[src/adcs_pkg.sv]
// package: register map, field positions and state timing of the scan sequencer
package adcs_pkg;
    // ==================================================================
    // register byte offsets
    localparam logic [7:0] ADCS_CSR_OFF = 8'h00; // converter_control_status
    localparam logic [7:0] ADCS_CR_OFF = 8'h04; // converter_control
    localparam logic [7:0] ADCS_RES_OFF = 8'h08; // result_register_a, b..d follow per word
    localparam logic [7:0] ADCS_RES_END = 8'h14; // result_register_d
    // ==================================================================
    // field positions and reset values
    localparam int ADCS_FLAG_BIT = 7; // conversion_end_flag
    localparam int ADCS_IE_BIT = 6; // conversion_end_irq_enable
    localparam int ADCS_START_CONVERSION_BIT_BIT = 5; // start_conversion_bit
    localparam int ADCS_SCAN_BIT = 4; // scan mode select
    localparam int ADCS_CKS_BIT = 3; // conversion_clock_select
    localparam int ADCS_GRP_BIT = 2; // group_select_bit
    localparam int ADCS_TRIGGER_ENABLE_BIT_BIT = 7; // trigger_enable_bit
    localparam logic [7:0] ADCS_CSR_RST = 8'h00;
    localparam logic [6:0] ADCS_CR_FILL = 7'h7F; // reserved bits read as one
    localparam logic [7:0] ADCS_RES_RST = 8'h00;
    localparam logic [7:0] ADCS_SAR_MSB = 8'h80;
    // ==================================================================
    // timing in states; one state is one pclk cycle
    localparam logic [8:0] ADCS_SYNC_MIN_S = 9'h012; // 18
    localparam logic [8:0] ADCS_SYNC_MAX_S = 9'h021; // 33
    localparam logic [8:0] ADCS_SYNC_MIN_F = 9'h00A; // 10
    localparam logic [8:0] ADCS_SYNC_MAX_F = 9'h011; // 17
    localparam logic [8:0] ADCS_SAMPLE_S = 9'h03F; // 63
    localparam logic [8:0] ADCS_SAMPLE_F = 9'h01F; // 31
    localparam logic [8:0] ADCS_SINGLE_MIN_S = 9'h0E3; // 227
    localparam logic [8:0] ADCS_SINGLE_MAX_S = 9'h0F2; // 242
    localparam logic [8:0] ADCS_SINGLE_MIN_F = 9'h073; // 115
    localparam logic [8:0] ADCS_SINGLE_MAX_F = 9'h07A; // 122
    localparam logic [8:0] ADCS_FIRST_MIN_S = 9'h103; // 259
    localparam logic [8:0] ADCS_FIRST_MAX_S = 9'h112; // 274
    localparam logic [8:0] ADCS_FIRST_MIN_F = 9'h083; // 131
    localparam logic [8:0] ADCS_FIRST_MAX_F = 9'h08A; // 138
    localparam logic [8:0] ADCS_NEXT_S = 9'h100; // 256
    localparam logic [8:0] ADCS_NEXT_F = 9'h080; // 128
    // derived segment lengths
    localparam logic [8:0] ADCS_CONV1_S = ADCS_SINGLE_MAX_S - ADCS_SYNC_MAX_S - ADCS_SAMPLE_S;
    localparam logic [8:0] ADCS_CONV1_F = ADCS_SINGLE_MAX_F - ADCS_SYNC_MAX_F - ADCS_SAMPLE_F;
    localparam logic [8:0] ADCS_CONVN_S = ADCS_FIRST_MAX_S - ADCS_SYNC_MAX_S - ADCS_SAMPLE_S;
    localparam logic [8:0] ADCS_CONVN_F = ADCS_FIRST_MAX_F - ADCS_SYNC_MAX_F - ADCS_SAMPLE_F;
    localparam logic [8:0] ADCS_GAP_S = ADCS_NEXT_S - (ADCS_FIRST_MAX_S - ADCS_SYNC_MAX_S);
    localparam logic [8:0] ADCS_GAP_F = ADCS_NEXT_F - (ADCS_FIRST_MAX_F - ADCS_SYNC_MAX_F);
    localparam logic [8:0] ADCS_STEP_MASK_S = 9'h00F; // one approximation per 16 states
    localparam logic [8:0] ADCS_STEP_MASK_F = 9'h007; // one approximation per 8 states
    // ==================================================================
    // carriers
    typedef struct packed {
        logic psel;
        logic penable;
        logic pwrite;
        logic [7:0] paddr;
        logic [31:0] pwdata;
    } adcs_apb_req_type;
    typedef struct packed {
        logic [2:0] channel; // analog input select
        logic sample; // sample-and-hold tracking
        logic [7:0] trial; // code on the comparison dac
    } adcs_analog_type;
    typedef enum logic [2:0] {
        ST_IDLE = 3'b000,
        ST_SYNC = 3'b001,
        ST_SAMPLE = 3'b010,
        ST_CONV = 3'b011,
        ST_GAP = 3'b100
    } adcs_state_type;
endpackage

[src/adcs_scan_sequencer.sv]
// scan sequencer and apb register file of an eight-channel sar converter
//
// Local design decisions: register access over APB and the address map.
`timescale 1ns/1ps
`default_nettype none
module adcs_scan_sequencer #(
    parameter int RES_W = 8
) (
    input wire logic pclk,
    input wire logic presetn,
    input wire logic standby_req,
    input wire adcs_pkg::adcs_apb_req_type apb_req,
    output logic [31:0] prdata,
    output logic pready,
    output logic pslverr,
    input wire logic external_trigger_pin,
    input wire logic comparator_in,
    output adcs_pkg::adcs_analog_type analog,
    output logic conversion_end_interrupt
);
    import adcs_pkg::*;
    // ==================================================================
    // elaboration check
    generate
        if (RES_W != 8)
        begin : g_bad_width
            $error("adcs_scan_sequencer: only an 8-bit result is supported");
        end
    endgenerate
    // ==================================================================
    // declarations
    adcs_state_type state_r, state_nxt; // sequencer state
    logic [8:0] cnt_r, cnt_nxt; // state count inside a segment
    logic [8:0] len_w; // length of the current segment
    logic [3:0] phase_r; // free-running alignment phase
    logic [3:0] ph_r; // phase caught at start
    logic flag_r, flag_nxt; // conversion_end_flag
    logic armed_r; // flag seen set by a read
    logic ie_r, start_conversion_bit_r, start_conversion_bit_nxt, scan_r, cks_r; // control bits
    logic [2:0] ch_r; // group_select_bit and channel selects
    logic trigger_enable_bit_r; // trigger_enable_bit
    logic trig_prev_r; // last trigger pin level
    logic [1:0] idx_r; // channel index within group
    logic [7:0] trial_r, mask_r; // sar code and bit under test
    logic [7:0] res_r [4]; // result registers a..d
    logic [31:0] prdata_r; // registered read data
    logic [7:0] rd_w; // read mux
    logic acc_w, setup_w, wr_csr_w, wr_cr_w, rd_csr_w, hit_w;
    logic [7:0] wdat_w; // low byte of write data
    logic trig_go_w, start_w, abort_w, seg_end_w, conv_done_w;
    logic wr_res_w, last_w, pass_end_w, step_w;
    logic [1:0] res_sel_w; // result register picked
    logic [8:0] sync_len_w, step_mask_w;
    // ==================================================================
    // apb decode
    assign acc_w = apb_req.psel & apb_req.penable;
    assign setup_w = apb_req.psel & ~apb_req.penable;
    assign wdat_w = apb_req.pwdata[7:0];
    assign hit_w = (apb_req.paddr[1:0] == 2'h0) && (apb_req.paddr <= ADCS_RES_END);
    assign wr_csr_w = acc_w & apb_req.pwrite & (apb_req.paddr == ADCS_CSR_OFF);
    assign wr_cr_w = acc_w & apb_req.pwrite & (apb_req.paddr == ADCS_CR_OFF);
    assign rd_csr_w = acc_w & ~apb_req.pwrite & (apb_req.paddr == ADCS_CSR_OFF);
    // zero-wait slave; an unmapped word answers with an error
    assign pready = 1'b1;
    assign pslverr = acc_w & ~hit_w;
    assign prdata = prdata_r;
    // read mux; results may be read at any time, scan running or not
    assign rd_w = (apb_req.paddr == ADCS_CSR_OFF) ? {flag_r, ie_r, start_conversion_bit_r, scan_r, cks_r, ch_r} :
                  (apb_req.paddr == ADCS_CR_OFF) ? {trigger_enable_bit_r, ADCS_CR_FILL} :
                  (hit_w && apb_req.paddr >= ADCS_RES_OFF) ? res_r[apb_req.paddr[3:2] - 2'h2] :
                  8'h00;
    // read data is caught in the setup cycle so it comes from a flop
    always_ff @(posedge pclk or negedge presetn)
    begin
        if (!presetn)
            prdata_r <= 32'h0000_0000;
        else if (setup_w)
            prdata_r <= {24'h00_0000, rd_w};
    end
    // ==================================================================
    // start, stop and trigger
    // trigger pin is synchronous already, so one flop finds the edge
    assign trig_go_w = trigger_enable_bit_r & trig_prev_r & ~external_trigger_pin;
    assign abort_w = standby_req | (wr_csr_w & ~wdat_w[ADCS_START_CONVERSION_BIT_BIT]);
    // later assignments win: standby, then software write
    always_comb
    begin
        start_conversion_bit_nxt = start_conversion_bit_r;
        if (trig_go_w)
            start_conversion_bit_nxt = 1'b1;
        if (conv_done_w && !scan_r)
            start_conversion_bit_nxt = 1'b0;
        if (wr_csr_w)
            start_conversion_bit_nxt = wdat_w[ADCS_START_CONVERSION_BIT_BIT];
        if (standby_req)
            start_conversion_bit_nxt = 1'b0;
    end
    assign start_w = ~start_conversion_bit_r & start_conversion_bit_nxt;
    // ==================================================================
    // segment lengths
    // sync length follows the phase caught at start: 18..33 or 10..17
    assign sync_len_w = cks_r ? (ADCS_SYNC_MIN_F + {6'h00, ph_r[2:0]}) :
                                (ADCS_SYNC_MIN_S + {5'h00, ph_r});
    assign len_w = (state_r == ST_SYNC) ? sync_len_w :
                   (state_r == ST_SAMPLE) ? (cks_r ? ADCS_SAMPLE_F : ADCS_SAMPLE_S) :
                   (state_r == ST_CONV) ? (scan_r ? (cks_r ? ADCS_CONVN_F : ADCS_CONVN_S) :
                                                    (cks_r ? ADCS_CONV1_F : ADCS_CONV1_S)) :
                   (state_r == ST_GAP) ? (cks_r ? ADCS_GAP_F : ADCS_GAP_S) :
                   9'h000;
    assign seg_end_w = (state_r != ST_IDLE) && (cnt_r == len_w);
    assign conv_done_w = (state_r == ST_CONV) && seg_end_w;
    // a conversion cut off by a stop never reaches a register
    assign wr_res_w = conv_done_w & ~abort_w;
    assign last_w = ~scan_r | (idx_r == ch_r[1:0]);
    assign pass_end_w = wr_res_w & last_w;
    // group one lands in a..d just like group zero
    assign res_sel_w = scan_r ? idx_r : ch_r[1:0];
    // ==================================================================
    // sequencer state
    always_comb
    begin
        state_nxt = state_r;
        cnt_nxt = seg_end_w ? 9'h001 : cnt_r + 9'h001;
        case (state_r)
            ST_SYNC:
                if (seg_end_w)
                    state_nxt = ST_SAMPLE;
            ST_SAMPLE:
                if (seg_end_w)
                    state_nxt = ST_CONV;
            ST_CONV:
                if (seg_end_w)
                    state_nxt = scan_r ? ST_GAP : ST_IDLE;
            ST_GAP:
                if (seg_end_w)
                    state_nxt = ST_SAMPLE;
            default:
                state_nxt = ST_IDLE;
        endcase
        if (start_w)
        begin
            state_nxt = ST_SYNC;
            cnt_nxt = 9'h001;
        end
        else if (!start_conversion_bit_nxt)
            state_nxt = ST_IDLE;
    end
    // state register and alignment phase
    always_ff @(posedge pclk or negedge presetn)
    begin
        if (!presetn)
        begin
            state_r <= ST_IDLE;
            cnt_r <= 9'h001;
            phase_r <= 4'h0;
            ph_r <= 4'h0;
        end
        else
        begin
            state_r <= state_nxt;
            cnt_r <= cnt_nxt;
            phase_r <= phase_r + 4'h1;
            if (start_w)
                ph_r <= phase_r;
        end
    end
    // channel index; every start begins at the group's first input
    always_ff @(posedge pclk or negedge presetn)
    begin
        if (!presetn)
            idx_r <= 2'h0;
        else if (start_w)
            idx_r <= 2'h0;
        else if (wr_res_w && scan_r)
            idx_r <= last_w ? 2'h0 : idx_r + 2'h1;
    end
    // ==================================================================
    // successive approximation
    // steps at every 16th or 8th state of the conversion segment
    assign step_mask_w = cks_r ? ADCS_STEP_MASK_F : ADCS_STEP_MASK_S;
    assign step_w = (state_r == ST_CONV) && (mask_r != 8'h00) && ((cnt_r & step_mask_w) == 9'h000);

    // keep the bit when the input is at or above the trial code
    always_ff @(posedge pclk or negedge presetn)
    begin
        if (!presetn)
        begin
            trial_r <= 8'h00;
            mask_r <= 8'h00;
        end
        else if (state_r == ST_SAMPLE && seg_end_w)
        begin
            trial_r <= ADCS_SAR_MSB;
            mask_r <= ADCS_SAR_MSB;
        end
        else if (step_w)
        begin
            trial_r <= (comparator_in ? trial_r : (trial_r & ~mask_r)) | (mask_r >> 1);
            mask_r <= mask_r >> 1;
        end
    end

    // result registers, one per slot
    generate
        for (genvar g = 0; g < 4; g++)
        begin : g_res
            always_ff @(posedge pclk or negedge presetn)
            begin
                if (!presetn)
                    res_r[g] <= ADCS_RES_RST;
                else if (wr_res_w && res_sel_w == 2'(g))
                    res_r[g] <= trial_r;
            end
        end
    endgenerate

    // ==================================================================
    // control and status bits
    // hardware set beats a software clear in the same cycle
    always_comb
    begin
        flag_nxt = flag_r;
        if (wr_csr_w && !wdat_w[ADCS_FLAG_BIT] && armed_r)
            flag_nxt = 1'b0;
        if (pass_end_w)
            flag_nxt = 1'b1;
        if (standby_req)
            flag_nxt = 1'b0;
    end

    // settings take effect with the same write that starts
    always_ff @(posedge pclk or negedge presetn)
    begin
        if (!presetn)
        begin
            {flag_r, ie_r, start_conversion_bit_r, scan_r, cks_r, ch_r} <= ADCS_CSR_RST;
            trigger_enable_bit_r <= 1'b0;
            armed_r <= 1'b0;
            trig_prev_r <= 1'b1;
        end
        else
        begin
            flag_r <= flag_nxt;
            start_conversion_bit_r <= start_conversion_bit_nxt;
            trig_prev_r <= external_trigger_pin;
            if (standby_req)
            begin
                {ie_r, scan_r, cks_r, ch_r} <= 6'h00;
                trigger_enable_bit_r <= 1'b0;
            end
            else
            begin
                if (wr_csr_w)
                    {ie_r, scan_r, cks_r, ch_r} <= {wdat_w[ADCS_IE_BIT], wdat_w[ADCS_SCAN_BIT:0]};
                if (wr_cr_w)
                    trigger_enable_bit_r <= wdat_w[ADCS_TRIGGER_ENABLE_BIT_BIT];
            end
            // clearing needs a read that saw the flag set
            if (!flag_nxt)
                armed_r <= 1'b0;
            else if (rd_csr_w && flag_r)
                armed_r <= 1'b1;
        end
    end

    // ==================================================================
    // outputs
    assign conversion_end_interrupt = flag_r & ie_r;
    assign analog.channel = scan_r ? {ch_r[ADCS_GRP_BIT], idx_r} : ch_r;
    assign analog.sample = (state_r == ST_SAMPLE);
    assign analog.trial = trial_r;

    // ==================================================================
    // checks
    logic [9:0] tot_r, per_r, smp_r; // states since start, since last result, in sampling
    logic first_r; // first conversion after a start
    always_ff @(posedge pclk or negedge presetn)
    begin
        if (!presetn)
        begin
            tot_r <= 10'h000;
            per_r <= 10'h000;
            smp_r <= 10'h000;
            first_r <= 1'b0;
        end
        else
        begin
            tot_r <= start_w ? 10'h001 : tot_r + 10'h001;
            per_r <= conv_done_w ? 10'h001 : per_r + 10'h001;
            smp_r <= analog.sample ? smp_r + 10'h001 : 10'h000;
            if (start_w)
                first_r <= 1'b1;
            else if (conv_done_w)
                first_r <= 1'b0;
        end
    end
endmodule
`default_nettype wire

[config.mk]
export PLATFORM = sky130hd
export DESIGN_NAME = adcs_scan_sequencer
export DESIGN_NICKNAME = d
export VERILOG_FILES = /design/src/adcs_pkg.sv /design/src/adcs_scan_sequencer.sv
export SDC_FILE = /design/constraint.sdc
export NUM_CORES = 1
export LEC_CHECK = 0
export ABC_CLOCK_PERIOD_IN_PS = 7700
export BUFFER_PORTS_ARGS = -buffer_cell sky130_fd_sc_hd__buf_2
export CORE_MARGIN = 2
export CORE_UTILIZATION = 59
export CTS_CLUSTER_SIZE = 24
export DETAILED_ROUTE_END_ITERATION = 12
export MAX_ROUTING_LAYER = met4
export PLACE_DENSITY = 0.84
export SYNTH_ARGS = -nofsm -noshare
export SYNTH_HDL_FRONTEND = slang
export SYNTH_SLANG_ARGS = --single-unit
[constraint.sdc]
create_clock -name pclk -period 7.7 [get_ports pclk]
set_input_delay 1.54 -clock pclk [delete_from_list [all_inputs] [get_ports pclk]]
set_output_delay 1.54 -clock pclk [all_outputs]
set_load 0.05 [all_outputs]
==> results.md, run 1 <==
* Clk pwr share at 31.5%
* Drt pass-1 iters at 5
* Area after DPL at 0.00504 sq mm
* Largest net degree at the start of global routing at 90
* Worst Hold Launch: phase_r[3]$_DFF_PN0_
* First DRT Iteration DRCs at 355
* Post-CTS setup buffer count at 0
* Pleak at 2.46 nW
* Worst slew margin at 26.7%
* Post-placement cell count at 591
* Met2 usage at 39.6%
* Yosys warning count at 0
* Crit path largest cell delay at 0.41 ns
* Core Rows at 33
* Detail Placement HPWL at 7230 um
* Register bit count reported by yosys at 89
* Worst Tran Pin Value at 1.10 ns
* RSZ-0062 raised after global routing: no
* CP bufs+invs at 2
* Pwr Density at 185 mW/mm^2
* Grt met1 use at 30.4%
* Finished Core Util at 64.2%
* CTS buffer count at 9
* Clk_lat worst skew at 0.37 ns
* Worst reg2reg path depth at 9
* Share of cells above drive strength 1 at 23.3%
* DRC at 0
* I/O pin count at 95
* WL/cell at 16.9 um
* Root buffer cell: clkbuf_8
* # clock sinks at 89
* Worst R2R Start: ph_r[1]$_DFFE_PN0N_
* Synthesized area at 0.00489 sq mm
* Post-CTS sizing at 0
* CTS clk-pin slew, worst paths at 0.09 ns
* Slowest library cell on the worst path: nor4_1
* Fin Setup TNS at 0 ns
* Top_reg_cell synth: dfrtp_1
* Die area at 0.00904 sq mm
* Fillers at 603
* Cells after Synth at 466
* GRT Overall Usage at 24.3%
* CTS Hold Bufs at 0
* First-pass GRT wire length at 16500 um
* FF-to-FF setup slack at 4.37 ns
* Worst hold margin at 0.471 ns
* Combinational Power Share at 13.9%
* Max Root-Sink Buffers at 2
* CP Class: in2out
* Design area at 0.00523 sq mm
* Critical Path Most Common Cell: buf_2
* Synth unique cells at 59
* Crit path DAT at 2.42 ns
* Starting Density at 60.1%
* Hold path endpoint: phase_r[3]$_DFF_PN0_
* Max VDD drop at 93.8 uV
* Non-Filler Instances at 607
* FFs w/ async S/R, synth at 100%
* Vias at 3622
* Clk_skew at 0.0129 ns
* CP Capture Type: primary output
* Hold Fails Final Rpt at 0
* H-tree levels at 3
* Number of synthesized flops with an enable pin at 0
* GRT Max-Usage Layer: met2
* CTS tree: yes
* Die width at 95.1 um
* Startpoint Class: input port
* Crit-path cells: buf_2 -> nor4_1 -> a31oi_1 -> buf_2
* R2r endpoint: res_r[20]$_DFFE_PN0P_
* Final GP Congestion at 0.854
* Layout Nets at 550
* Die Y at 95.1 um
* Fmax at 253 MHz
* Post-route clock period utilization at 51.4%
* WP data required at 6.16 ns
* Sw frac at 32.0%
* Met3 Resource Use GR at 3.95%
* Sequential share of the synthesized area at 45.6%
* Hold Path Depth at 1
* Count of pins over their slew limit at 0
* Vias in the first global route at 3368
* Hold Crit Class: reg2reg
* Via-per-instance ratio at 5.97
* Critical path's top delay family: simple AND/OR/NAND/NOR gates
* Int Pwr at 0.658 mW
* Fin crit period at 3.96 ns
* GR Overflow Total at 0
* DRT antenna net count at 0
* Area growth, synth to finish at 6.80%
* Final wirelength at 10300 um
* Port bufs at 45
* Core ar. at 0.00813 sq mm
* Switching pwr at 0.310 mW
* MaxCap Viol Count at 0
* Status: finished, final reports clean
* Flop pwr share at 54.6%
* # setup viols final at 0
* Post-Syn Area per Cell at 10.5 sq um
* Initial antenna violation count at 0
* Critical path peak fanout at 3
* Ant. Diodes at 0
-- layout make-up --
type | count | area [sq um] | area share [%]
multi-input combinational | 328 | 2360 | 45.1
inverter | 23 | 86.3 | 1.65
sequential | 89 | 2230 | 42.7
timing repair buffer | 46 | 235 | 4.50
clock inverter | 7 | 60.1 | 1.15
tap | 105 | 131 | 2.51
clock buffer | 9 | 124 | 2.37
-- routing by layer --
metal  wire length, um  up-vias
li1                  -     1652
met1              4280     1816
met2              5190      133
met3               584       21
met4               235        0
met5                 0        -
-- synth_stat cells (3+ instances only) --
library cell,n,share of area [%]
nand2b_1,7,0.90
nor3_1,13,1.3
inv_1,23,1.8
nor2b_1,4,0.51
nor2_1,37,2.8
nand3_1,13,1.3
o31ai_1,3,0.46
dfrtp_1,87,45
buf_4,27,4.1
mux2_4,8,2.5
o22ai_1,3,0.38
mux2i_1,12,2.5
a21oi_1,14,1.4
a22o_1,8,1.4
mux4_2,8,3.7
a22oi_1,8,1.2
nor4_1,4,0.51
o21ai_0,21,2.1
and4_1,3,0.54
mux2_2,27,6.2
xnor2_1,7,1.3
ha_1,5,1.3
a31oi_1,7,0.90
nor4_4,4,1.7
xor2_1,7,1.3
clkbuf_1,15,1.2
nand2_1,44,3.4
nor3b_1,3,0.46
buf_2,3,0.31
-- cells in the final DEF, fill, tap and decap left out, types with 14 or more instances in the layout --
cell	instances
conb_1	25
mux2_2	27
inv_1	23
dfrtp_1	87
buf_2	44
nor2_1	37
o21ai_0	21
a21oi_1	14
nand2_1	44
-- how the worst max path moves through the flow --
| stage | start | to | cells past startpoint | slack (ns) |
|---|---|---|---|---|
| floorplan | apb_req[35] | pslverr | 4 | 3.19 |
| global placement | apb_req[35] | res_r[23]$_DFFE_PN0P_ | 6 | 3.62 |
| detailed placement | apb_req[35] | res_r[20]$_DFFE_PN0P_ | 6 | 3.57 |
| CTS | apb_req[32] | pslverr | 4 | 3.73 |
| global route | apb_req[32] | pslverr | 4 | 3.65 |
| finish | apb_req[32] | pslverr | 4 | 3.74 |
-- registers in the layout, indices dropped and copies added, names as in the netlist --
signal and count:
res_r 32, mask_r 8, idx_r 2, scan_r 1, armed_r 1, ph_r 4
prdata 8, trigger_enable_bit_r 1, flag_r 1, ie_r 1, start_conversion_bit_r 1, phase_r 4
cnt_r 9, state_r 3, trial_r 8, ch_r 3, trig_prev_r 1, cks_r 1
-- power groups by stage --
| stage | logic, mW | clock network [mW] | registers [mW] |
|---|---|---|---|
| final | 0.135 | 0.305 | 0.528 |
| after CTS | 0.135 | 0.310 | 0.527 |
| after global routing | 0.148 | 0.333 | 0.533 |
| after global placement | 0.129 | 0 | 0.534 |
| after detailed placement | 0.134 | 0 | 0.536 |
| after floorplan | 0.133 | 0 | 0.512 |
-- kinds of logic (layout without fill, tap and decap cells) --
| family | Yosys count | in the layout | synth area share [%] |
|---|---|---|---|
| compound gates | 78 | 78 | 10.8 |
| xor+xnor | 14 | 14 | 2.51 |
| simple gates | 149 | 149 | 16.4 |
| other cells | 2 | 25 | 0.154 |
| fa+ha+maj | 5 | 5 | 1.28 |
| flops | 89 | 89 | 45.6 |
| buf+inv | 72 | 85 | 7.98 |
| mux | 57 | 57 | 15.3 |
-- stage by stage --
step | setup WS (ns) | power [mW]
5_1_grt | 3.65 | 1.01
6_report | 3.74 | 0.968
3_5_place_dp | 3.57 | 0.669
3_3_place_gp | 3.62 | 0.663
4_1_cts | 3.73 | 0.972
2_1_floorplan | 3.19 | 0.646
Note: power is estimated with default switching activity, not from simulation.
==> run 2, diff against run 1 <==
--- a/config.mk
+++ b/config.mk
@@ -5,14 +5,14 @@
 export SDC_FILE = /design/constraint.sdc
 export NUM_CORES = 1
 export LEC_CHECK = 0
-export ABC_CLOCK_PERIOD_IN_PS = 7700
+export ABC_CLOCK_PERIOD_IN_PS = 4000
 export BUFFER_PORTS_ARGS = -buffer_cell sky130_fd_sc_hd__buf_2
 export CORE_MARGIN = 2
-export CORE_UTILIZATION = 59
+export CORE_UTILIZATION = 56
 export CTS_CLUSTER_SIZE = 24
 export DETAILED_ROUTE_END_ITERATION = 12
 export MAX_ROUTING_LAYER = met4
-export PLACE_DENSITY = 0.84
+export PLACE_DENSITY = 0.81
 export SYNTH_ARGS = -nofsm -noshare
 export SYNTH_HDL_FRONTEND = slang
 export SYNTH_SLANG_ARGS = --single-unit
==> constraint.sdc (replaced) <==
create_clock -name pclk -period 4 [get_ports pclk]
set_input_delay 0.8 -clock pclk [delete_from_list [all_inputs] [get_ports pclk]]
set_output_delay 0.8 -clock pclk [all_outputs]
set_load 0.05 [all_outputs]
==> run 2 against run 1 <==
Net effect:
- die area rose by 5.1%
- critical path depth rose by 5
- global-route usage fell by 1.6 points
- setup slack lost 3.1 ns
- routed wire length decreased by 2.1%
- sequential power up 93%
- clock power grew 140%
- sequential share of layout area is 0.68 points lower
- utilization shrank 2.4 points
- non-clock buffer count increased by 4
- largest power group unchanged
==> results.md, run 2 (same netlist as run 1, synthesis figures left out) <==
* Pleak at 2.51 nW (+2.0%)
* Fin Setup TNS at 0 ns (unchanged)
* Max VDD drop at 157 uV (+67%)
* Starting Density at 56.9% (-3.2 points)
* Via-per-instance ratio at 5.84 (-2.2%)
* Combinational Power Share at 13.1% (-0.8 points)
* Max Root-Sink Buffers at 2 (unchanged)
* Post-CTS sizing at 0 (unchanged)
* Biggest register: res_r
* MaxCap Viol Count at 0 (unchanged)
* Switching pwr at 0.593 mW (+91%)
* Share of cells above drive strength 1 at 23.9% (+0.61 points)
* Largest registers: res_r x32, cnt_r x9
* Crit path largest cell delay at 0.77 ns (+0.36 ns)
* Hold Path Depth at 1 (unchanged)
* Post-CTS setup buffer count at 0 (unchanged)
* # clock sinks at 89 (unchanged)
* Hold Crit Class: reg2reg
* Clk_lat worst skew at 0.37 ns (about the same)
* Vias in the first global route at 3526 (+4.7%)
* Crit path DAT at 3.65 ns (+1.23 ns)
* CTS Hold Bufs at 0 (unchanged)
* Die width at 97.5 um (+2.5%)
* Fmax at 294 MHz
* CTS buffer count at 9 (unchanged)
* DRT antenna net count at 0 (unchanged)
* Vias at 3583 (-1.1%)
* Final GP Congestion at 0.899 (+5.3%)
* Worst Tran Pin Value at 1.10 ns (-0.000480 ns)
* WP data required at 4.25 ns (-1.91 ns)
* Fillers at 682 (+13%)
* Final wirelength at 10100 um (-2.1%)
* Pre-CTS WS at 0.684 ns (-2.89 ns)
* Core ar. at 0.00859 sq mm (+5.6%)
* Initial antenna violation count at 0 (unchanged)
* Crit-path cells: ha_1 -> ha_1 -> nand2b_1 -> a311o_1 -> a31oi_1 -> nor4_4 -> nand4_4 -> or4_1 -> mux2_4
* CP Class: reg2reg
* First DRT Iteration DRCs at 279 (-21%)
* Worst R2R Start: ph_r[1]$_DFFE_PN0N_
* Largest net degree at the start of global routing at 90 (unchanged)
* RSZ-0062 raised after global routing: no
* # setup viols final at 0 (unchanged)
* Int Pwr at 1.41 mW (+110%)
* Count of pins over their slew limit at 0 (unchanged)
* I/O pin count at 95 (unchanged)
* Worst reg2reg path depth at 9 (unchanged)
* Port bufs at 45 (unchanged)
* Critical Path Most Common Cell: ha_1
* Post-route clock period utilization at 85.0%
* GR Overflow Total at 0 (unchanged)
* WL/cell at 16.4 um (-3.2%)
* Worst slew margin at 26.7% (+0.032 points)
* Area growth, synth to finish at 8.54%
* GRT Overall Usage at 22.8% (-1.6 points)
* Die Y at 97.5 um (+2.5%)
* Finished Core Util at 61.8% (-2.4 points)
* Largest register FFs at 32 (unchanged)
* Layout Nets at 554 (+0.73%)
* FF-to-FF setup slack at 0.60 ns (-3.77 ns)
* Sw frac at 29.6% (-2.4 points)
* Ant. Diodes at 0 (unchanged)
* Hold path endpoint: phase_r[3]$_DFF_PN0_
* Most frequent cells in the layout: dfrtp_1 (87), nand2_1 (44), buf_2 (44)
* DRC at 0 (unchanged)
* Commonest non-fill, non-tap cell in the layout: dfrtp_1
* Startpoint Class: flop
* Clk pwr share at 36.0% (+4.5 points)
* Flop pwr share at 50.9% (-3.7 points)
* Detail Placement HPWL at 6960 um (-3.8%)
* Die area at 0.00950 sq mm (+5.1%)
* CP Capture Type: flop
* Final setup margin at 0.602 ns (-3.14 ns)
* CTS clk-pin slew, worst paths at 0.09 ns (about the same)
* Drt pass-1 iters at 4 (-1)
* Fin crit period at 3.40 ns
* R2r endpoint: res_r[21]$_DFFE_PN0P_
* Core Rows at 34 (+3.0%)
* First-pass GRT wire length at 17000 um (+3.4%)
* Slowest library cell on the worst path: or4_1
* Clk_skew at 0.0151 ns (+0.00221 ns)
* Status: finished, final reports clean
* Root buffer cell: clkbuf_8
* Pwr Density at 377 mW/mm^2 (+100%)
* CTS tree: yes
* Critical path peak fanout at 8 (+5)
* Worst Hold Launch: phase_r[3]$_DFF_PN0_
* H-tree levels at 3 (unchanged)
* Hold Fails Final Rpt at 0 (unchanged)
-- run 2: worst max path at each step --
| stage | from | end | slack (ns) | cells past startpoint |
|---|---|---|---|---|
| after CTS | ph_r[1]$_DFFE_PN0N_ | res_r[22]$_DFFE_PN0P_ | 0.66 | 9 |
| after global routing | ph_r[1]$_DFFE_PN0N_ | res_r[22]$_DFFE_PN0P_ | 0.47 | 9 |
| after global placement | apb_req[35] | res_r[23]$_DFFE_PN0P_ | 0.70 | 6 |
| after detailed placement | apb_req[35] | res_r[18]$_DFFE_PN0P_ | 0.68 | 6 |
| after floorplan | apb_req[35] | pslverr | 0.97 | 4 |
| final | ph_r[1]$_DFFE_PN0N_ | res_r[21]$_DFFE_PN0P_ | 0.60 | 9 |
-- run 2: power groups by stage --
stage                     clock, mW  sequential, mW  combinational, mW
after floorplan                   0           0.986              0.257
after global placement            0            1.03              0.249
after detailed placement          0            1.03              0.259
after CTS                     0.723            1.02              0.261
after global routing          0.762            1.02              0.285
final                         0.720            1.02              0.262
-- run 2: per-stage QoR --
stage / hold WS [ns] / total power, mW / area (sq um) / instances
finish: 0.472 / 2.00 / 5310 / 614
global route: 0.514 / 2.07 / 5310 / 614
CTS: 0.479 / 2.00 / 5310 / 614
detailed placement: 0.462 / 1.29 / 5070 / 598
global placement: 0.459 / 1.28 / 5070 / 598
floorplan: 0.437 / 1.24 / 4980 / 489
-- run 2: area by class of cell --
cell class	instances	area, sq um	share of cell area (%)
flip-flops and latches	89	2230	42.0
clock buffers	10	138	2.59
multi-input cells	328	2360	44.4
well taps	108	135	2.54
clock inverters	6	97.6	1.84
repair buffers	50	265	5.00
inverters	23	86.3	1.63
-- run 2: metal layers --
metal  part of all wire (%)  GRT usage [%]  up-vias
li1                       -              -     1673
met5                      0              -        -
met2                     48           36.0      124
met1                     45           29.7     1765
met4                    2.4           9.72        0
met3                    4.6           3.24       21
-- run 2: worst max-delay path: cells and delay by family, from the launching register on --
family          cells  cell delay, ns
simple gates        4            1.54
fa+ha+maj           2            0.58
flops               1            0.46
mux                 1            0.40
compound gates      2            0.32
